**config.mk**
```make
export PLATFORM = sky130hd
export DESIGN_NAME = qft_threshold_top
export DESIGN_NICKNAME = d
export VERILOG_FILES = /design/src/rtl/qft_pkg.sv /design/src/rtl/qft_cfg_if.sv /design/src/rtl/qft_apb_regs.sv /design/src/rtl/qft_xfer_counter.sv /design/src/rtl/qft_threshold_top.sv
export VERILOG_INCLUDE_DIRS = /design/src /design/src/rtl
export SDC_FILE = /design/constraint.sdc
export NUM_CORES = 1
export LEC_CHECK = 0
export BUFFER_PORTS_ARGS = -buffer_cell sky130_fd_sc_hd__buf_2
export CAP_MARGIN = 20
export CORE_UTILIZATION = 53
export CTS_CLUSTER_SIZE = 16
export DETAILED_ROUTE_END_ITERATION = 10
export PLACE_DENSITY = 0.86
export SYNTH_ARGS = -nofsm -noshare
export SYNTH_HDL_FRONTEND = slang
export SYNTH_HIERARCHICAL = 1
export SYNTH_SLANG_ARGS = --single-unit
```
**constraint.sdc**
```tcl
create_clock -name clk_sys_i -period 5 [get_ports clk_sys_i]
set_input_delay 0.5 -clock clk_sys_i [delete_from_list [all_inputs] [get_ports clk_sys_i]]
set_output_delay 0.5 -clock clk_sys_i [all_outputs]
set_load 0.1 [all_outputs]
```
**src/rtl/qft_defines.svh**
```systemverilog
// Purpose: Offsets, field positions and reset values of the flash command-threshold block
// Assumes: 32-bit APB data, 12-bit byte address
// Notes:   Definitions only
`ifndef QFT_DEFINES_SVH
`define QFT_DEFINES_SVH

`define QFT_ADDR_W        12
`define QFT_OFF_THR       12'h000
`define QFT_OFF_CTRL      12'h004
`define QFT_OFF_STAT      12'h008

`define QFT_THR_W         5
`define QFT_RX_THR_LSB    0
`define QFT_RX_THR_MSB    4
`define QFT_TX_THR_LSB    8
`define QFT_TX_THR_MSB    12
`define QFT_THR_RST       5'h00

`define QFT_CTRL_MODE_LSB 0
`define QFT_CTRL_MODE_MSB 1
`define QFT_CTRL_WIDE_BIT 2
`define QFT_MODE_RST      2'h0

`define QFT_STAT_BUSY_BIT 0
`define QFT_STAT_DIR_BIT  1
`define QFT_STAT_ST_LSB   2
`define QFT_STAT_ST_MSB   3
`define QFT_STAT_REM_LSB  8

`define QFT_LANE0         0
`define QFT_LANE1         1
`define QFT_WORD_ZERO     32'h0000_0000

`endif

```
**src/rtl/qft_pkg.sv**
```systemverilog
// Purpose: Types shared by the command-threshold block
// Assumes: Nothing beyond the defines header
// Notes:   Sequencer states are Gray coded along the usual path
package qft_pkg;

  typedef enum logic [1:0] {
    QFT_MODE_IDLE = 2'h0,
    QFT_MODE_TX   = 2'h1,
    QFT_MODE_RX   = 2'h2,
    QFT_MODE_BOOT = 2'h3
  } qft_mode_t;

  typedef enum logic [1:0] {
    QFT_ST_IDLE = 2'h0,
    QFT_ST_REQ  = 2'h1,
    QFT_ST_RUN  = 2'h3,
    QFT_ST_DONE = 2'h2
  } qft_state_t;

endpackage

```
**src/rtl/qft_cfg_if.sv**
```systemverilog
// Purpose: Configuration and status between register slave and sequencer
// Assumes: One clock domain
// Notes:   No clocking block
`timescale 1ns/1ps
interface qft_cfg_if #(
  parameter int CNT_W = 6
);
  logic [4:0]            tx_thr;
  logic [4:0]            rx_thr;
  qft_pkg::qft_mode_t    mode;
  logic                  wide16;
  logic                  busy;
  logic                  dir_rx;
  qft_pkg::qft_state_t   state;
  logic [CNT_W-1:0]      remaining;

  modport regs (
    output tx_thr,
    output rx_thr,
    output mode,
    output wide16,
    input  busy,
    input  dir_rx,
    input  state,
    input  remaining
  );

  modport core (
    input  tx_thr,
    input  rx_thr,
    input  mode,
    input  wide16,
    output busy,
    output dir_rx,
    output state,
    output remaining
  );
endinterface

```
**src/rtl/qft_apb_regs.sv**
```systemverilog
// Purpose: APB slave holding threshold and control registers, reading back status
// Assumes: APB4 master, zero wait states
// Notes:   Read data is captured in the setup cycle so it leaves a flip-flop
`timescale 1ns/1ps
`include "qft_defines.svh"
module qft_apb_regs #(
  parameter int CNT_W = 6
) (
  input  wire logic                   clk_sys_i,   // System clock
  input  wire logic                   rst_n_i,     // Synchronous reset, active low
  input  wire logic [`QFT_ADDR_W-1:0] paddr_i,     // Byte address
  input  wire logic                   psel_i,      // Select
  input  wire logic                   penable_i,   // Access phase
  input  wire logic                   pwrite_i,    // Write direction
  input  wire logic [31:0]            pwdata_i,    // Write data
  input  wire logic [3:0]             pstrb_i,     // Byte lanes
  output logic      [31:0]            prdata_o,    // Read data
  output logic                        pready_o,    // Ready
  output logic                        pslverr_o,   // Unmapped address
  qft_cfg_if.regs                     cfg          // Towards sequencer
);

  logic [4:0]         tx_thr;
  logic [4:0]         rx_thr;
  logic [1:0]         mode;
  logic               wide16;
  logic [31:0]        rdata;
  logic [4:0]         next_tx_thr;
  logic [4:0]         next_rx_thr;
  logic [1:0]         next_mode;
  logic               next_wide16;
  logic [31:0]        next_rdata;
  logic               hit_thr;
  logic               hit_ctrl;
  logic               hit_stat;
  logic               wr_acc;

  assign hit_thr  = (paddr_i == `QFT_OFF_THR);
  assign hit_ctrl = (paddr_i == `QFT_OFF_CTRL);
  assign hit_stat = (paddr_i == `QFT_OFF_STAT);
  assign wr_acc   = psel_i && penable_i && pwrite_i;

  always_comb
  begin
    next_tx_thr = tx_thr;
    next_rx_thr = rx_thr;
    next_mode   = mode;
    next_wide16 = wide16;
    next_rdata  = rdata;
    if (wr_acc && hit_thr)
    begin
      if (pstrb_i[`QFT_LANE0])
        next_rx_thr = pwdata_i[`QFT_RX_THR_MSB:`QFT_RX_THR_LSB];
      if (pstrb_i[`QFT_LANE1])
        next_tx_thr = pwdata_i[`QFT_TX_THR_MSB:`QFT_TX_THR_LSB];
    end
    if (wr_acc && hit_ctrl && pstrb_i[`QFT_LANE0])
    begin
      next_mode   = pwdata_i[`QFT_CTRL_MODE_MSB:`QFT_CTRL_MODE_LSB];
      next_wide16 = pwdata_i[`QFT_CTRL_WIDE_BIT];
    end
    if (psel_i && !penable_i)
    begin
      next_rdata = `QFT_WORD_ZERO;
      if (hit_thr)
      begin
        next_rdata[`QFT_RX_THR_MSB:`QFT_RX_THR_LSB] = rx_thr;
        next_rdata[`QFT_TX_THR_MSB:`QFT_TX_THR_LSB] = tx_thr;
      end
      else if (hit_ctrl)
      begin
        next_rdata[`QFT_CTRL_MODE_MSB:`QFT_CTRL_MODE_LSB] = mode;
        next_rdata[`QFT_CTRL_WIDE_BIT]                    = wide16;
      end
      else if (hit_stat)
      begin
        next_rdata[`QFT_STAT_BUSY_BIT]                = cfg.busy;
        next_rdata[`QFT_STAT_DIR_BIT]                 = cfg.dir_rx;
        next_rdata[`QFT_STAT_ST_MSB:`QFT_STAT_ST_LSB] = cfg.state;
        next_rdata[`QFT_STAT_REM_LSB +: CNT_W]        = cfg.remaining;
      end
    end
  end

  always_ff @(posedge clk_sys_i)
  begin
    if (!rst_n_i)
    begin
      tx_thr <= `QFT_THR_RST;
      rx_thr <= `QFT_THR_RST;
      mode   <= `QFT_MODE_RST;
      wide16 <= 1'b0;
      rdata  <= `QFT_WORD_ZERO;
    end
    else
    begin
      tx_thr <= next_tx_thr;
      rx_thr <= next_rx_thr;
      mode   <= next_mode;
      wide16 <= next_wide16;
      rdata  <= next_rdata;
    end
  end

  assign prdata_o   = rdata;
  assign pready_o   = 1'b1;
  assign pslverr_o  = psel_i && penable_i && !(hit_thr || hit_ctrl || hit_stat);
  assign cfg.tx_thr = tx_thr;
  assign cfg.rx_thr = rx_thr;
  assign cfg.mode   = qft_pkg::qft_mode_t'(mode);
  assign cfg.wide16 = wide16;

endmodule

```
**src/rtl/qft_xfer_counter.sv**
```systemverilog
// Purpose: Counts bytes of the running flash transfer down to zero
// Assumes: One byte strobe per byte moved by the serial engine
// Notes:   Strobes beyond the programmed length are ignored
`timescale 1ns/1ps
module qft_xfer_counter #(
  parameter int CNT_W = 6
) (
  input  wire logic             clk_sys_i,   // System clock
  input  wire logic             rst_n_i,     // Synchronous reset, active low
  input  wire logic             load_i,      // Start counting a new transfer
  input  wire logic [CNT_W-1:0] len_i,       // Bytes in the new transfer
  input  wire logic             byte_i,      // One byte moved
  output logic      [CNT_W-1:0] remain_o,    // Bytes still to move
  output logic                  done_o       // Transfer complete
);

  logic [CNT_W-1:0] remain;
  logic             active;
  logic [CNT_W-1:0] next_remain;
  logic             next_active;

  always_comb
  begin
    next_remain = remain;
    next_active = active;
    if (load_i)
    begin
      next_remain = len_i;
      next_active = 1'b1;
    end
    else if (active && byte_i && (remain != '0))
      next_remain = remain - CNT_W'(1);
    else if (active && (remain == '0))
      next_active = 1'b0;
  end

  always_ff @(posedge clk_sys_i)
  begin
    if (!rst_n_i)
    begin
      remain <= '0;
      active <= 1'b0;
    end
    else
    begin
      remain <= next_remain;
      active <= next_active;
    end
  end

  assign remain_o = remain;
  assign done_o   = active && (remain == '0);

endmodule

```
**src/rtl/qft_threshold_top.sv**
```systemverilog
// Purpose: Threshold-driven start of transmit and receive transfers to a serial flash
// Assumes: FIFO fill levels come from the FIFOs; a serial engine moves the bytes
// Notes:   One transfer at a time; fill levels are sampled only while idle
`timescale 1ns/1ps
`include "qft_defines.svh"
// Operation
// - Transmit starts once TX FIFO reaches threshold
// - Receive fetches up to receive threshold bytes
// - No receive without room for threshold
// - FIFO reads trigger refill back to threshold
// - Boot mode fetch sized by bus burst
// - Unimplemented threshold bits read zero
// - Transmit threshold bits 12:8, reset zero
module qft_threshold_top #(
  parameter int CNT_W      = 6,
  parameter int FIFO_DEPTH = 32
) (
  input  wire logic                   clk_sys_i,        // System clock, 25 MHz
  input  wire logic                   rst_n_i,          // Synchronous reset, active low
  input  wire logic [`QFT_ADDR_W-1:0] paddr_i,          // APB byte address
  input  wire logic                   psel_i,           // APB select
  input  wire logic                   penable_i,        // APB access phase
  input  wire logic                   pwrite_i,         // APB write
  input  wire logic [31:0]            pwdata_i,         // APB write data
  input  wire logic [3:0]             pstrb_i,          // APB byte lanes
  output logic      [31:0]            prdata_o,         // APB read data
  output logic                        pready_o,         // APB ready
  output logic                        pslverr_o,        // APB error on unmapped address
  input  wire logic [CNT_W-1:0]       tx_fifo_level_i,  // Bytes in TX FIFO
  input  wire logic [CNT_W-1:0]       rx_fifo_level_i,  // Bytes in RX FIFO
  input  wire logic [CNT_W-1:0]       burst_bytes_i,    // System bus burst size, bytes
  output logic                        xfer_req_o,       // Transfer request to engine
  output logic                        xfer_dir_rx_o,    // 1 receive, 0 transmit
  output logic      [CNT_W-1:0]       xfer_len_o,       // Bytes in requested transfer
  input  wire logic                   xfer_ack_i,       // Engine took the request
  input  wire logic                   xfer_byte_i,      // Engine moved one byte
  output logic      [1:0]             mode_o,           // Command-initiation mode
  output logic                        wide16_o,         // 16-bit lane mode
  output logic                        busy_o            // Transfer pending or running
);

  qft_cfg_if #(.CNT_W(CNT_W)) cfg ();

  localparam logic [CNT_W:0] DEPTH = (CNT_W+1)'(FIFO_DEPTH);

  qft_pkg::qft_state_t state;
  qft_pkg::qft_state_t next_state;
  logic                dir_rx;
  logic                next_dir_rx;
  logic [CNT_W-1:0]    len;
  logic [CNT_W-1:0]    next_len;
  logic [CNT_W-1:0]    rx_target;
  logic [CNT_W:0]      rx_free;
  logic [CNT_W-1:0]    tx_need;
  logic                tx_go;
  logic                rx_go;
  logic                is_rx_mode;
  logic                load;
  logic                cnt_done;
  logic [CNT_W-1:0]    cnt_remain;

  qft_apb_regs #(.CNT_W(CNT_W)) u_regs (
    .clk_sys_i (clk_sys_i),
    .rst_n_i   (rst_n_i),
    .paddr_i   (paddr_i),
    .psel_i    (psel_i),
    .penable_i (penable_i),
    .pwrite_i  (pwrite_i),
    .pwdata_i  (pwdata_i),
    .pstrb_i   (pstrb_i),
    .prdata_o  (prdata_o),
    .pready_o  (pready_o),
    .pslverr_o (pslverr_o),
    .cfg       (cfg.regs)
  );

  qft_xfer_counter #(.CNT_W(CNT_W)) u_cnt (
    .clk_sys_i (clk_sys_i),
    .rst_n_i   (rst_n_i),
    .load_i    (load),
    .len_i     (len),
    .byte_i    (xfer_byte_i),
    .remain_o  (cnt_remain),
    .done_o    (cnt_done)
  );

  // Boot/XIP fetches follow the bus burst, not the programmed count
  assign rx_target  = (cfg.mode == qft_pkg::QFT_MODE_BOOT) ? burst_bytes_i
                                                           : CNT_W'(cfg.rx_thr);
  assign is_rx_mode = (cfg.mode == qft_pkg::QFT_MODE_RX) || (cfg.mode == qft_pkg::QFT_MODE_BOOT);
  assign rx_free    = DEPTH - {1'b0, rx_fifo_level_i};
  assign tx_need    = CNT_W'(cfg.tx_thr);

  // A zero threshold starts nothing outside boot mode, so a reset block stays quiet
  assign tx_go = (cfg.mode == qft_pkg::QFT_MODE_TX)
              && (tx_need != '0)
              && (tx_fifo_level_i >= tx_need);

  // Refill whenever reads pulled the level below target; room for the full target is required
  assign rx_go = is_rx_mode
              && (rx_target != '0)
              && (rx_fifo_level_i < rx_target)
              && (rx_free >= {1'b0, rx_target});

  always_comb
  begin
    next_state  = state;
    next_dir_rx = dir_rx;
    next_len    = len;
    case (state)
      qft_pkg::QFT_ST_IDLE:
      begin
        if (tx_go)
        begin
          next_state  = qft_pkg::QFT_ST_REQ;
          next_dir_rx = 1'b0;
          next_len    = tx_need;
        end
        else if (rx_go)
        begin
          next_state  = qft_pkg::QFT_ST_REQ;
          next_dir_rx = 1'b1;
          next_len    = rx_target - rx_fifo_level_i;
        end
      end
      qft_pkg::QFT_ST_REQ:
      begin
        if (xfer_ack_i)
          next_state = qft_pkg::QFT_ST_RUN;
      end
      qft_pkg::QFT_ST_RUN:
      begin
        if (cnt_done)
          next_state = qft_pkg::QFT_ST_DONE;
      end
      // One settling cycle lets the FIFO level reflect the last byte before re-evaluating
      qft_pkg::QFT_ST_DONE:
      begin
        next_state = qft_pkg::QFT_ST_IDLE;
      end
      default:
      begin
        next_state = qft_pkg::QFT_ST_IDLE;
      end
    endcase
  end

  always_ff @(posedge clk_sys_i)
  begin
    if (!rst_n_i)
    begin
      state  <= qft_pkg::QFT_ST_IDLE;
      dir_rx <= 1'b0;
      len    <= '0;
    end
    else
    begin
      state  <= next_state;
      dir_rx <= next_dir_rx;
      len    <= next_len;
    end
  end

  assign load          = (state == qft_pkg::QFT_ST_REQ) && xfer_ack_i;
  assign xfer_req_o    = (state == qft_pkg::QFT_ST_REQ);
  assign xfer_dir_rx_o = dir_rx;
  assign xfer_len_o    = len;
  assign busy_o        = (state != qft_pkg::QFT_ST_IDLE);
  assign mode_o        = cfg.mode;
  assign wide16_o      = cfg.wide16;

  assign cfg.busy      = busy_o;
  assign cfg.dir_rx    = dir_rx;
  assign cfg.state     = state;
  assign cfg.remaining = cnt_remain;

endmodule

```
==> parameters.txt, run 1 <==
Parameter                              Value

CTS
  Number of hold buffers added after CTS    0
  Source-to-sink clock delay at the later pin of the worst-skew pair    0.30 ns
  Clock buffers created by TritonCTS    5
  Number of setup buffers added after CTS    0
  TritonCTS clock tree    built
  Sinks on the clock net    40
  H-Tree Level Count    2
  Root Driver    sky130_fd_sc_hd__clkbuf_8
  Count of cells resized by post-cts repair    0
  Register clock-pin slew on the reported worst setup and hold paths    0.09 ns
  Maximum buffer depth of the clock tree    2

Global routing
  Antenna violations before repair    0
  Vias in the first global route    2613
  Global Route Usage Sum    23.8%
  Pin count of the biggest net entering global routing    50
  First-pass GRT wire length    11700 microns
  Remaining Overflow, GRT    0

Floorplanning
  Standard-cell rows    27
  Height of the die    77.8 microns
  Area enclosed by the die boundary    6050 sq um
  Floorplan core area    5510 sq um
  Top Ports    119
  Initial core utilization    55.3%
  DIE WIDTH    77.8 microns

Yosys
  Mean cell area of the mapped netlist    8.38 sq um
  Yosys Warn Count    6
  Instance count of the mapped netlist    363
  Sequential share of the synthesized area    26.3%
  Netlist area before placement    3040 sq um
  Count of cell types in the netlist    75
  Synth cell count leaders    54 x sky130_fd_sc_hd__nand2_1, 40 x sky130_fd_sc_hd__dfxtp_1, 27 x sky130_fd_sc_hd__mux2i_1
  Cell accounting for the most synthesized area    sky130_fd_sc_hd__dfxtp_1
  Area contributors post-synth    sky130_fd_sc_hd__dfxtp_1 26%, sky130_fd_sc_hd__mux2i_1 8.9%, sky130_fd_sc_hd__nand2_1 6.7%
  Share of Yosys cell area claimed by the top area cell type    26.3%
  Leading register cell type out of synthesis    sky130_fd_sc_hd__dfxtp_1
  Most used standard cell by instance count after synthesis    sky130_fd_sc_hd__nand2_1
  Count of flip-flops with a built-in enable after synthesis    0
  Register bit count reported by yosys    40
  Share of async-settable or async-resettable flops after synthesis    0%

Setup path
  Worst-path maximum fanout    16
  Capturing element type of the critical path    flip-flop
  Crit path depth    10
  Crit Path Class    flip-flop to flip-flop
  CP required    5.18 ns
  Crit path cell chain    nand2_2 > mux2i_1 > inv_1 > ha_1 > nand2b_1 > maj3_2 > maj3_1 > a41oi_4 > nor4b_1 > o311a_1
  Type of origin of the critical path    flip-flop
  Cells on worst reg2reg path    10
  Worst-case register-to-register setup slack    1.72 ns
  Worst path top cell family by delay    adder cells
  Max stage delay on crit path    0.70 ns
  Arrival time of the worst setup path    3.46 ns
  Buffers and inverters on the worst path    1
  Slowest library cell on the worst path    sky130_fd_sc_hd__dfxtp_1

Placed design
  Port Buf Inserts    72
  Placer Congestion    0.862
  HPWL after detailed placement    5380 microns
  Number of placed cells counting well taps    487
  Post-DP Area    3300 sq um

STA
  Worst Max-Slew Pin Slew    0.802 ns
  RSZ-0062 raised after global routing    no
  Final Max Slew Viols    0
  Final number of setup-violating endpoints    0
  Ratio of final minimum period to clock period    65.6%
  Final Critical Period    3.28 ns
  Tightest hold margin    0.432 ns
  Final hold violation count    0
  Headroom to the max-slew limit    46.5%
  Fmax    305 MHz
  Worst clock skew    0.0136 ns
  Total Neg Setup Slack    0 ns

Layout
  Number of fillers in the final layout    474
  # diodes    0
  Share of layout cells above drive strength 1    24.1%
  Layout overhead on the synthesized area    11.5%
  Number of nets in the layout    509
  Final Cell Area    3390 sq um
  Final design utilization    61.6%
  Post-route insts no fill    495

Outcome
  Outcome    finished clean

Drt
  Violation count after the first detailed-route iteration    285
  Number of iterations in the first detailed-routing pass    4
  Detailed-route wire length per cell    14.4 microns
  Overall via count from detail_route    2817
  Vias/cell    5.69
  Residual antenna-violating net count after detailed routing    0
  Total detailed-routing wirelength    7120 microns
  DRC Markers    0

Run
  Max Cap Violations    0

Worst hold path
  HP Class    input port to flip-flop
  Min-Delay Path Depth    3

Power
  Static leakage    1.49 nW
  Total power density per cell area    205 nW/um^2
  Worst supply voltage drop on vdd    0.141 mV
==> cells by family (layout without fill, tap and decap cells) <==
kind of cell / Yosys count / in the layout / synth area share [%]
AO/OA/AOI/OAI: 79 / 79 / 19.2
XOR/XNOR: 11 / 11 / 3.17
adder cells (fa/ha/maj): 19 / 19 / 7.52
buffers and inverters: 63 / 103 / 11.6
flip-flops: 40 / 40 / 26.3
multiplexers: 29 / 29 / 9.70
other: 2 / 22 / 0.247
AND/OR/NAND/NOR: 120 / 120 / 22.2
==> placed cells by master, fill, tap and decap left out, types with 3 or more instances in the layout <==
cell type                   count
sky130_fd_sc_hd__buf_2         72
sky130_fd_sc_hd__nand2_1       54
sky130_fd_sc_hd__dfxtp_1       40
sky130_fd_sc_hd__mux2i_1       27
sky130_fd_sc_hd__inv_1         23
sky130_fd_sc_hd__conb_1        22
sky130_fd_sc_hd__o21ai_0       19
sky130_fd_sc_hd__ha_1          14
sky130_fd_sc_hd__nand3_1        9
sky130_fd_sc_hd__xnor2_1        9
sky130_fd_sc_hd__nor2_1         8
sky130_fd_sc_hd__a21oi_1        7
sky130_fd_sc_hd__and3_1         7
sky130_fd_sc_hd__nor2b_1        6
sky130_fd_sc_hd__a31oi_1        6
sky130_fd_sc_hd__o211ai_1       5
sky130_fd_sc_hd__clkbuf_8       5
sky130_fd_sc_hd__nor3_1         4
sky130_fd_sc_hd__nand2b_1       3
sky130_fd_sc_hd__maj3_2         3
sky130_fd_sc_hd__a2111oi_0      3
sky130_fd_sc_hd__a211oi_1       3
sky130_fd_sc_hd__o31ai_1        3
sky130_fd_sc_hd__o221ai_1       3
sky130_fd_sc_hd__o21ai_1        3
==> layer usage <==
metal	track usage, %	routed length, microns
met3	3.88	321
met1	29.0	3200
met4	7.17	89
met5	0	0
met2	42.4	3510
==> where the power goes <==
group          internal, mW  switching (mW)  total [mW]  leakage, nW
logic                0.0364           0.120       0.157         1.12
clock network        0.0991           0.123       0.222       0.0445
registers             0.318      0.00000395       0.318        0.322
total                 0.454           0.243       0.697         1.49
==> path summary, 6_finish.rpt <==
path                       start                    to
max reg2reg   u_regs/cfg.mode[1]          cfg.state[0]
min                 pwdata_i[11]  u_regs/cfg.tx_thr[3]
min reg2reg  u_regs/prdata_o[13]   u_regs/prdata_o[13]
max           u_regs/cfg.mode[1]          cfg.state[0]
==> worst reg2reg max path: stages (launching register included) <==
cell and delay [ns]:
sky130_fd_sc_hd__dfxtp_1 0.70, sky130_fd_sc_hd__nand2_2 0.21, sky130_fd_sc_hd__mux2i_1 0.26, sky130_fd_sc_hd__inv_1 0.08, sky130_fd_sc_hd__ha_1 0.32, sky130_fd_sc_hd__nand2b_1 0.18, sky130_fd_sc_hd__maj3_2 0.32, sky130_fd_sc_hd__maj3_1 0.40
sky130_fd_sc_hd__a41oi_4 0.30, sky130_fd_sc_hd__nor4b_1 0.10, sky130_fd_sc_hd__o311a_1 0.29
==> sequential cells by signal, indices dropped and copies added, names as in the netlist <==
register,count
cfg.state,2
u_cnt/active,1
u_cnt/remain_o,6
u_regs/cfg.mode,2
u_regs/cfg.rx_thr,5
u_regs/cfg.tx_thr,5
u_regs/cfg.wide16,1
u_regs/prdata_o,11
xfer_dir_rx_o,1
xfer_len_o,6
==> metrics by stage <==
step / setup slack [ns] / total power [mW]
after floorplan: 1.52 / 0.463
after global placement: 1.89 / 0.479
after detailed placement: 1.79 / 0.481
after CTS: 1.76 / 0.699
after global routing: 1.54 / 0.725
final: 1.72 / 0.697
==> layout make-up <==
type / instances / area (sq um) / area share (%)
clock buffer: 5 / 68.8 / 2.03
clock inverter: 3 / 21.3 / 0.627
inverter: 23 / 86.3 / 2.55
multi-input combinational: 280 / 1960 / 57.9
sequential: 40 / 801 / 23.6
tap: 72 / 90.1 / 2.66
timing repair buffer: 72 / 360 / 10.6
Note: power is estimated with default switching activity, not from simulation.
==> run 2, diff against run 1 <==
--- a/config.mk
+++ b/config.mk
@@ -6,12 +6,13 @@
 export SDC_FILE = /design/constraint.sdc
 export NUM_CORES = 1
 export LEC_CHECK = 0
+export ABC_AREA = 1
 export BUFFER_PORTS_ARGS = -buffer_cell sky130_fd_sc_hd__buf_2
 export CAP_MARGIN = 20
-export CORE_UTILIZATION = 53
+export CORE_UTILIZATION = 46
 export CTS_CLUSTER_SIZE = 16
 export DETAILED_ROUTE_END_ITERATION = 10
-export PLACE_DENSITY = 0.86
+export PLACE_DENSITY = 0.78
 export SYNTH_ARGS = -nofsm -noshare
 export SYNTH_HDL_FRONTEND = slang
 export SYNTH_HIERARCHICAL = 1
==> constraint.sdc (replaced) <==
create_clock -name clk_sys_i -period 3 [get_ports clk_sys_i]
set_input_delay 0.3 -clock clk_sys_i [delete_from_list [all_inputs] [get_ports clk_sys_i]]
set_output_delay 0.3 -clock clk_sys_i [all_outputs]
set_load 0.1 [all_outputs]
==> parameters.txt, run 2 <==
Parameter                              Value

STA
  Final number of setup-violating endpoints    0
  Tightest hold margin    0.241 ns
  Ratio of final minimum period to clock period    83.6%
  Final Critical Period    2.51 ns
  Final hold violation count    0
  RSZ-0062 raised after global routing    no
  Worst Max-Slew Pin Slew    0.712 ns
  Headroom to the max-slew limit    52.5%
  Final Max Slew Viols    0
  Total Neg Setup Slack    0 ns
  Worst clock skew    0.0106 ns
  Fmax    399 MHz

Setup path
  Max stage delay on crit path    0.74 ns
  CP required    3.24 ns
  Crit Reg-Reg Startpoint    u_regs/cfg.mode[0]
  Worst-case register-to-register setup slack    0.49 ns
  Capturing element type of the critical path    flip-flop
  Worst-path maximum fanout    12
  Cells on worst reg2reg path    15
  Launch point of the worst path    u_regs/cfg.mode[0]
  Type of origin of the critical path    flip-flop
  Slowest library cell on the worst path    sky130_fd_sc_hd__dfxtp_1
  Crit Path Class    flip-flop to flip-flop
  Endpoint of the lowest-slack register-to-register path    xfer_dir_rx_o
  Crit path cell chain    nand2_8 > nor2_1 > inv_1 > ha_1 > nand2_1 > inv_1 > nand2_1 > nor2_1 > nor2_1 > nand3_1 > nand2_2 > nand2_4 > nand2_2 > nand2_1 > a21oi_1
  Arrival time of the worst setup path    2.74 ns

Yosys
  Cell accounting for the most synthesized area    sky130_fd_sc_hd__dfxtp_1
  Yosys Warn Count    6
  Count of flip-flops with a built-in enable after synthesis    0
  Most used standard cell by instance count after synthesis    sky130_fd_sc_hd__nand2_1
  Mean cell area of the mapped netlist    6.29 sq um
  Area contributors post-synth    sky130_fd_sc_hd__dfxtp_1 24%, sky130_fd_sc_hd__nand2_1 14%, sky130_fd_sc_hd__nand3_1 9.4%
  Netlist area before placement    3300 sq um
  Instance count of the mapped netlist    525
  Sequential share of the synthesized area    24.2%
  Register bit count reported by yosys    40
  Share of Yosys cell area claimed by the top area cell type    24.2%
  Leading register cell type out of synthesis    sky130_fd_sc_hd__dfxtp_1
  Synth cell count leaders    125 x sky130_fd_sc_hd__nand2_1, 81 x sky130_fd_sc_hd__inv_1, 65 x sky130_fd_sc_hd__nor2_1
  Count of cell types in the netlist    36
  Share of async-settable or async-resettable flops after synthesis    0%

CTS
  Maximum buffer depth of the clock tree    2
  H-Tree Level Count    2
  TritonCTS clock tree    built
  Clock buffers created by TritonCTS    5
  Register clock-pin slew on the reported worst setup and hold paths    0.09 ns
  Number of hold buffers added after CTS    0
  Source-to-sink clock delay at the later pin of the worst-skew pair    0.30 ns
  Root Driver    sky130_fd_sc_hd__clkbuf_8
  Sinks on the clock net    40
  Count of cells resized by post-cts repair    0
  Number of setup buffers added after CTS    0

Global routing
  Vias in the first global route    3055
  Antenna violations before repair    0
  Remaining Overflow, GRT    0
  First-pass GRT wire length    13300 microns
  Pin count of the biggest net entering global routing    20
  Global Route Usage Sum    22.3%

Placed design
  HPWL after detailed placement    6320 microns
  Placer Congestion    0.895
  Port Buf Inserts    72

Layout
  Most common cell after layout, fill and taps aside    sky130_fd_sc_hd__nand2_1
  Flip-flop count of the largest register after layout    11
  FF+latch area    801 sq um
  # diodes    0
  Commonest cells after routing, fill and taps aside    125 x sky130_fd_sc_hd__nand2_1, 81 x sky130_fd_sc_hd__inv_1, 72 x sky130_fd_sc_hd__buf_2, 65 x sky130_fd_sc_hd__nor2_1, 62 x sky130_fd_sc_hd__nand3_1
  Share of layout cells above drive strength 1    20.3%
  Number of nets in the layout    682
  Number of fillers in the final layout    698
  Multi-input gate area in the final layout    2050 sq um
  Layout overhead on the synthesized area    14.2%

Drt
  Residual antenna-violating net count after detailed routing    0
  Violation count after the first detailed-route iteration    172
  Met3 routed WL    446 microns
  WL met2    3680 microns
  Met1 WL    3660 microns
  Overall via count from detail_route    3418
  Detailed-route wire length per cell    11.4 microns
  Total detailed-routing wirelength    7900 microns
  DRC Markers    0
  Number of iterations in the first detailed-routing pass    4
  Top routing layer in use    met4
  Vias/cell    4.94

Power
  Total net switching power    0.460 mW
  Worst supply voltage drop on vdd    0.226 mV
  Portion of total power attributed to sequential cells    41.0%
  Total power density per cell area    348 nW/um^2
  Portion of total power attributed to combinational logic    24.4%
  Internal power consumption    0.853 mW
  Static leakage    2.01 nW
  Switch share    35.0%
  Clock network fraction of total power    34.6%

Worst hold path
  Origin of the worst min-delay path    pwdata_i[8]
  Min-Delay Path Depth    3
  Endpoint with the worst hold slack    u_regs/cfg.tx_thr[0]
  HP Class    input port to flip-flop

Floorplanning
  Floorplan core area    6870 sq um
  DIE WIDTH    86.8 microns
  Height of the die    86.8 microns
  Top Ports    119
  Area enclosed by the die boundary    7530 sq um
  Standard-cell rows    30
  Initial core utilization    48.1%

Run
  Max Cap Violations    0

Outcome
  Outcome    finished clean
## run 2: cell type report
class                   count  share of cell area [%]
inverters                  82                    8.29
multi-input cells         392                    54.3
clock inverters             3                    1.23
well taps                  96                    3.18
clock buffers               5                    1.82
repair buffers             74                    9.95
flip-flops and latches     40                    21.2
## run 2: layer usage
layer / vias to the layer above / global-route usage [%]
li1: 1748 / -
met4: 0 / 6.36
met5: - / 0
met2: 110 / 37.9
met1: 1546 / 29.0
met3: 14 / 3.81
## run 2: kinds of logic after synthesis
logic type,Yosys count,share of synthesized area [%]
compound gates,51,8.82
other cells,2,0.227
simple gates,299,43.6
flops,40,24.2
xor+xnor,6,1.59
fa+ha+maj,14,5.30
buf+inv,113,16.2
## run 2: critical path: cells and delay by family (launching register included)
family                   cells  cell delay (ns)
flip-flops                   1             0.74
AND/OR/NAND/NOR             11             1.18
AO/OA/AOI/OAI                1             0.12
buffers and inverters        2             0.12
adder cells (fa/ha/maj)      1             0.28
## run 2: worst max-delay path by stage
| stage | to | slack (ns) | cells past startpoint |
|---|---|---|---|
| after global placement | xfer_len_o[0] | 0.56 | 15 |
| after global routing | xfer_len_o[0] | 0.24 | 15 |
| after detailed placement | xfer_dir_rx_o | 0.52 | 15 |
| after CTS | xfer_dir_rx_o | 0.51 | 15 |
| final | xfer_dir_rx_o | 0.49 | 15 |
| after floorplan | xfer_dir_rx_o | 0.30 | 18 |
## run 2: stage by stage
step	utilization, %	instances	total power [mW]	worst slack (ns)	area [sq um]
floorplan	-	545	0.829	0.303	3380
CTS	54.9	692	1.33	0.508	3770
detailed placement	53.2	684	0.871	0.521	3660
finish	54.9	692	1.31	0.492	3770
global placement	53.2	684	0.867	0.555	3660
global route	54.9	692	1.37	0.236	3770
## run 2: power groups by stage
stage	Sequential, mW	Combinational (mW)	Clock [mW]
after detailed placement	0.551	0.320	0
after global placement	0.551	0.316	0
after CTS	0.538	0.321	0.466
final	0.538	0.321	0.454
after floorplan	0.589	0.241	0
after global routing	0.539	0.346	0.486
==> run 3, diff against run 2 <==
--- a/config.mk
+++ b/config.mk
@@ -6,13 +6,13 @@
 export SDC_FILE = /design/constraint.sdc
 export NUM_CORES = 1
 export LEC_CHECK = 0
-export ABC_AREA = 1
+export ABC_AREA = 0
 export BUFFER_PORTS_ARGS = -buffer_cell sky130_fd_sc_hd__buf_2
 export CAP_MARGIN = 20
-export CORE_UTILIZATION = 46
+export CORE_UTILIZATION = 50
 export CTS_CLUSTER_SIZE = 16
 export DETAILED_ROUTE_END_ITERATION = 10
-export PLACE_DENSITY = 0.78
+export PLACE_DENSITY = 0.82
 export SYNTH_ARGS = -nofsm -noshare
 export SYNTH_HDL_FRONTEND = slang
 export SYNTH_HIERARCHICAL = 1
==> constraint.sdc (replaced) <==
create_clock -name clk_sys_i -period 2.4 [get_ports clk_sys_i]
set_input_delay 0.24 -clock clk_sys_i [delete_from_list [all_inputs] [get_ports clk_sys_i]]
set_output_delay 0.24 -clock clk_sys_i [all_outputs]
set_load 0.1 [all_outputs]
==> parameters.txt, run 3 (same netlist as run 1, synthesis figures left out) <==
Parameter                              Value

CTS
  Register clock-pin slew on the reported worst setup and hold paths    0.09 ns
  Root Driver    sky130_fd_sc_hd__clkbuf_8
  H-Tree Level Count    2
  Source-to-sink clock delay at the later pin of the worst-skew pair    0.31 ns
  Sinks on the clock net    40
  TritonCTS clock tree    built
  Clock buffers created by TritonCTS    5
  Maximum buffer depth of the clock tree    2

Placed design
  Post-DP Area    3620 sq um
  Port Buf Inserts    72
  Placement-stage worst setup slack    -0.158 ns
  Placer Congestion    0.826
  HPWL after detailed placement    5970 microns

Drt
  Detailed-route wire length per cell    14.4 microns
  Number of iterations in the first detailed-routing pass    5
  Total detailed-routing wirelength    7730 microns
  Vias/cell    5.61
  Residual antenna-violating net count after detailed routing    0
  DRC Markers    0
  Overall via count from detail_route    3015
  Violation count after the first detailed-route iteration    217

Outcome
  Violated checks    setup timing
  Outcome    complete, but fails checks

Setup path
  Crit Path Class    flip-flop to flip-flop
  Crit path cell chain    and3_4 > nor2_4 > xnor2_2 > ha_2 > a211oi_2 > maj3_2 > o311ai_4 > o311ai_4 > o21ai_4 > mux2i_1
  Worst-path maximum fanout    6
  CP dominant cell by count    sky130_fd_sc_hd__o311ai_4
  Type of origin of the critical path    flip-flop
  Arrival time of the worst setup path    2.77 ns
  Buffers and inverters on the worst path    0
  Max stage delay on crit path    0.38 ns
  Slowest library cell on the worst path    sky130_fd_sc_hd__dfxtp_4
  Capturing element type of the critical path    flip-flop
  Worst path top cell family by delay    compound AO/OA/AOI/OAI gates
  CP required    2.63 ns

Floorplanning
  Floorplan core area    5890 sq um
  Standard-cell rows    28
  DIE WIDTH    80.0 microns
  Area enclosed by the die boundary    6400 sq um
  Height of the die    80.0 microns
  Initial core utilization    51.7%
  Top Ports    119

Global routing
  Global Route Usage Sum    24.8%
  Vias in the first global route    2866
  Remaining Overflow, GRT    0
  Pin count of the biggest net entering global routing    37
  First-pass GRT wire length    12500 microns
  Antenna violations before repair    0

STA
  RSZ-0062 raised after global routing    yes
  Final number of setup-violating endpoints    8
  Worst Max-Slew Pin Slew    0.673 ns
  Final setup margin    -0.133 ns
  Ratio of final minimum period to clock period    106%
  Final hold violation count    0
  Final Critical Period    2.53 ns
  Fmax    395 MHz
  Headroom to the max-slew limit    55.1%
  Worst clock skew    0.00634 ns
  Final Max Slew Viols    0

Layout
  Most common cell after layout, fill and taps aside    sky130_fd_sc_hd__buf_2
  Final design utilization    64.9%
  Final Cell Area    3820 sq um
  Number of nets in the layout    548
  Share of layout cells above drive strength 1    34.0%
  Flip-flop count of the largest register after layout    11
  # diodes    0
  Layout overhead on the synthesized area    25.6%
  Commonest cells after routing, fill and taps aside    72 x sky130_fd_sc_hd__buf_2, 54 x sky130_fd_sc_hd__nand2_1, 39 x sky130_fd_sc_hd__buf_4, 38 x sky130_fd_sc_hd__dfxtp_1, 26 x sky130_fd_sc_hd__mux2i_1

Power
  Total power density per cell area    406 nW/um^2
  Pwr Total    1.55 mW
  Static leakage    1.73 nW
  Worst supply voltage drop on vdd    0.376 mV

Worst hold path
  HP Class    input port to flip-flop

Run
  Max Cap Violations    0
run 3: through the flow:
stage	hold WS, ns	cells	setup TNS (ns)
detailed placement	0.444	526	-0.937
CTS	0.171	535	-0.373
global route	0.173	537	-1.63
global placement	0.437	526	-0.400
floorplan	0.358	383	-2.16
finish	0.174	537	-0.863
run 3: path summary, 6_finish.rpt:
| check | startpoint | endpoint | slack (ns) | cells past startpoint |
|---|---|---|---|---|
| hold / removal | pwdata_i[8] | u_regs/cfg.tx_thr[0] | 0.17 | 3 |
| setup reg to reg | u_regs/cfg.mode[1] | xfer_len_o[4] | -0.13 | 10 |
| setup / recovery | u_regs/cfg.mode[1] | xfer_len_o[4] | -0.13 | 10 |
| hold reg to reg | u_regs/prdata_o[9] | u_regs/prdata_o[9] | 0.46 | 2 |
run 3: what timing repair did:
action | 4_1_cts | 5_1_grt
hold buffers | 0 | 0
cloned | 0 | 0
pin swaps | 6 | 4
endpoints found under the setup margin | 7 | 8
gates resized for setup | 6 | 8
buffers inserted | 1 | 2
endpoints found under the hold margin | 0 | 0
run 3: area by class of cell:
cell class	count	area, sq um
Multi-Input combinational cell	280	2070
Fill cell	488	2060
Sequential cell	40	808
Timing Repair Buffer	111	653
Clock buffer	6	93.8
Tap cell	75	93.8
Inverter	23	86.3
Clock inverter	2	16.3
run 3: power breakdown:
group | leakage [nW] | internal [mW] | switching (mW)
logic | 1.35 | 0.0936 | 0.261
clock network | 0.0530 | 0.271 | 0.265
registers | 0.324 | 0.661 | 0.00000597
run 3: routing by layer:
layer | global-route usage [%] | up-vias | part of all wire, %
met5 | 0 | - | 0
met4 | 8.21 | 0 | 1.9
met3 | 3.77 | 15 | 6.4
met2 | 43.5 | 146 | 48
met1 | 30.8 | 1405 | 43
li1 | - | 1449 | -
run 3: tightest hold or removal path, cell delays in order:
cell	delay, ns
sky130_fd_sc_hd__buf_2	0.10
sky130_fd_sc_hd__nand2_1	0.05
sky130_fd_sc_hd__mux2i_1	0.05
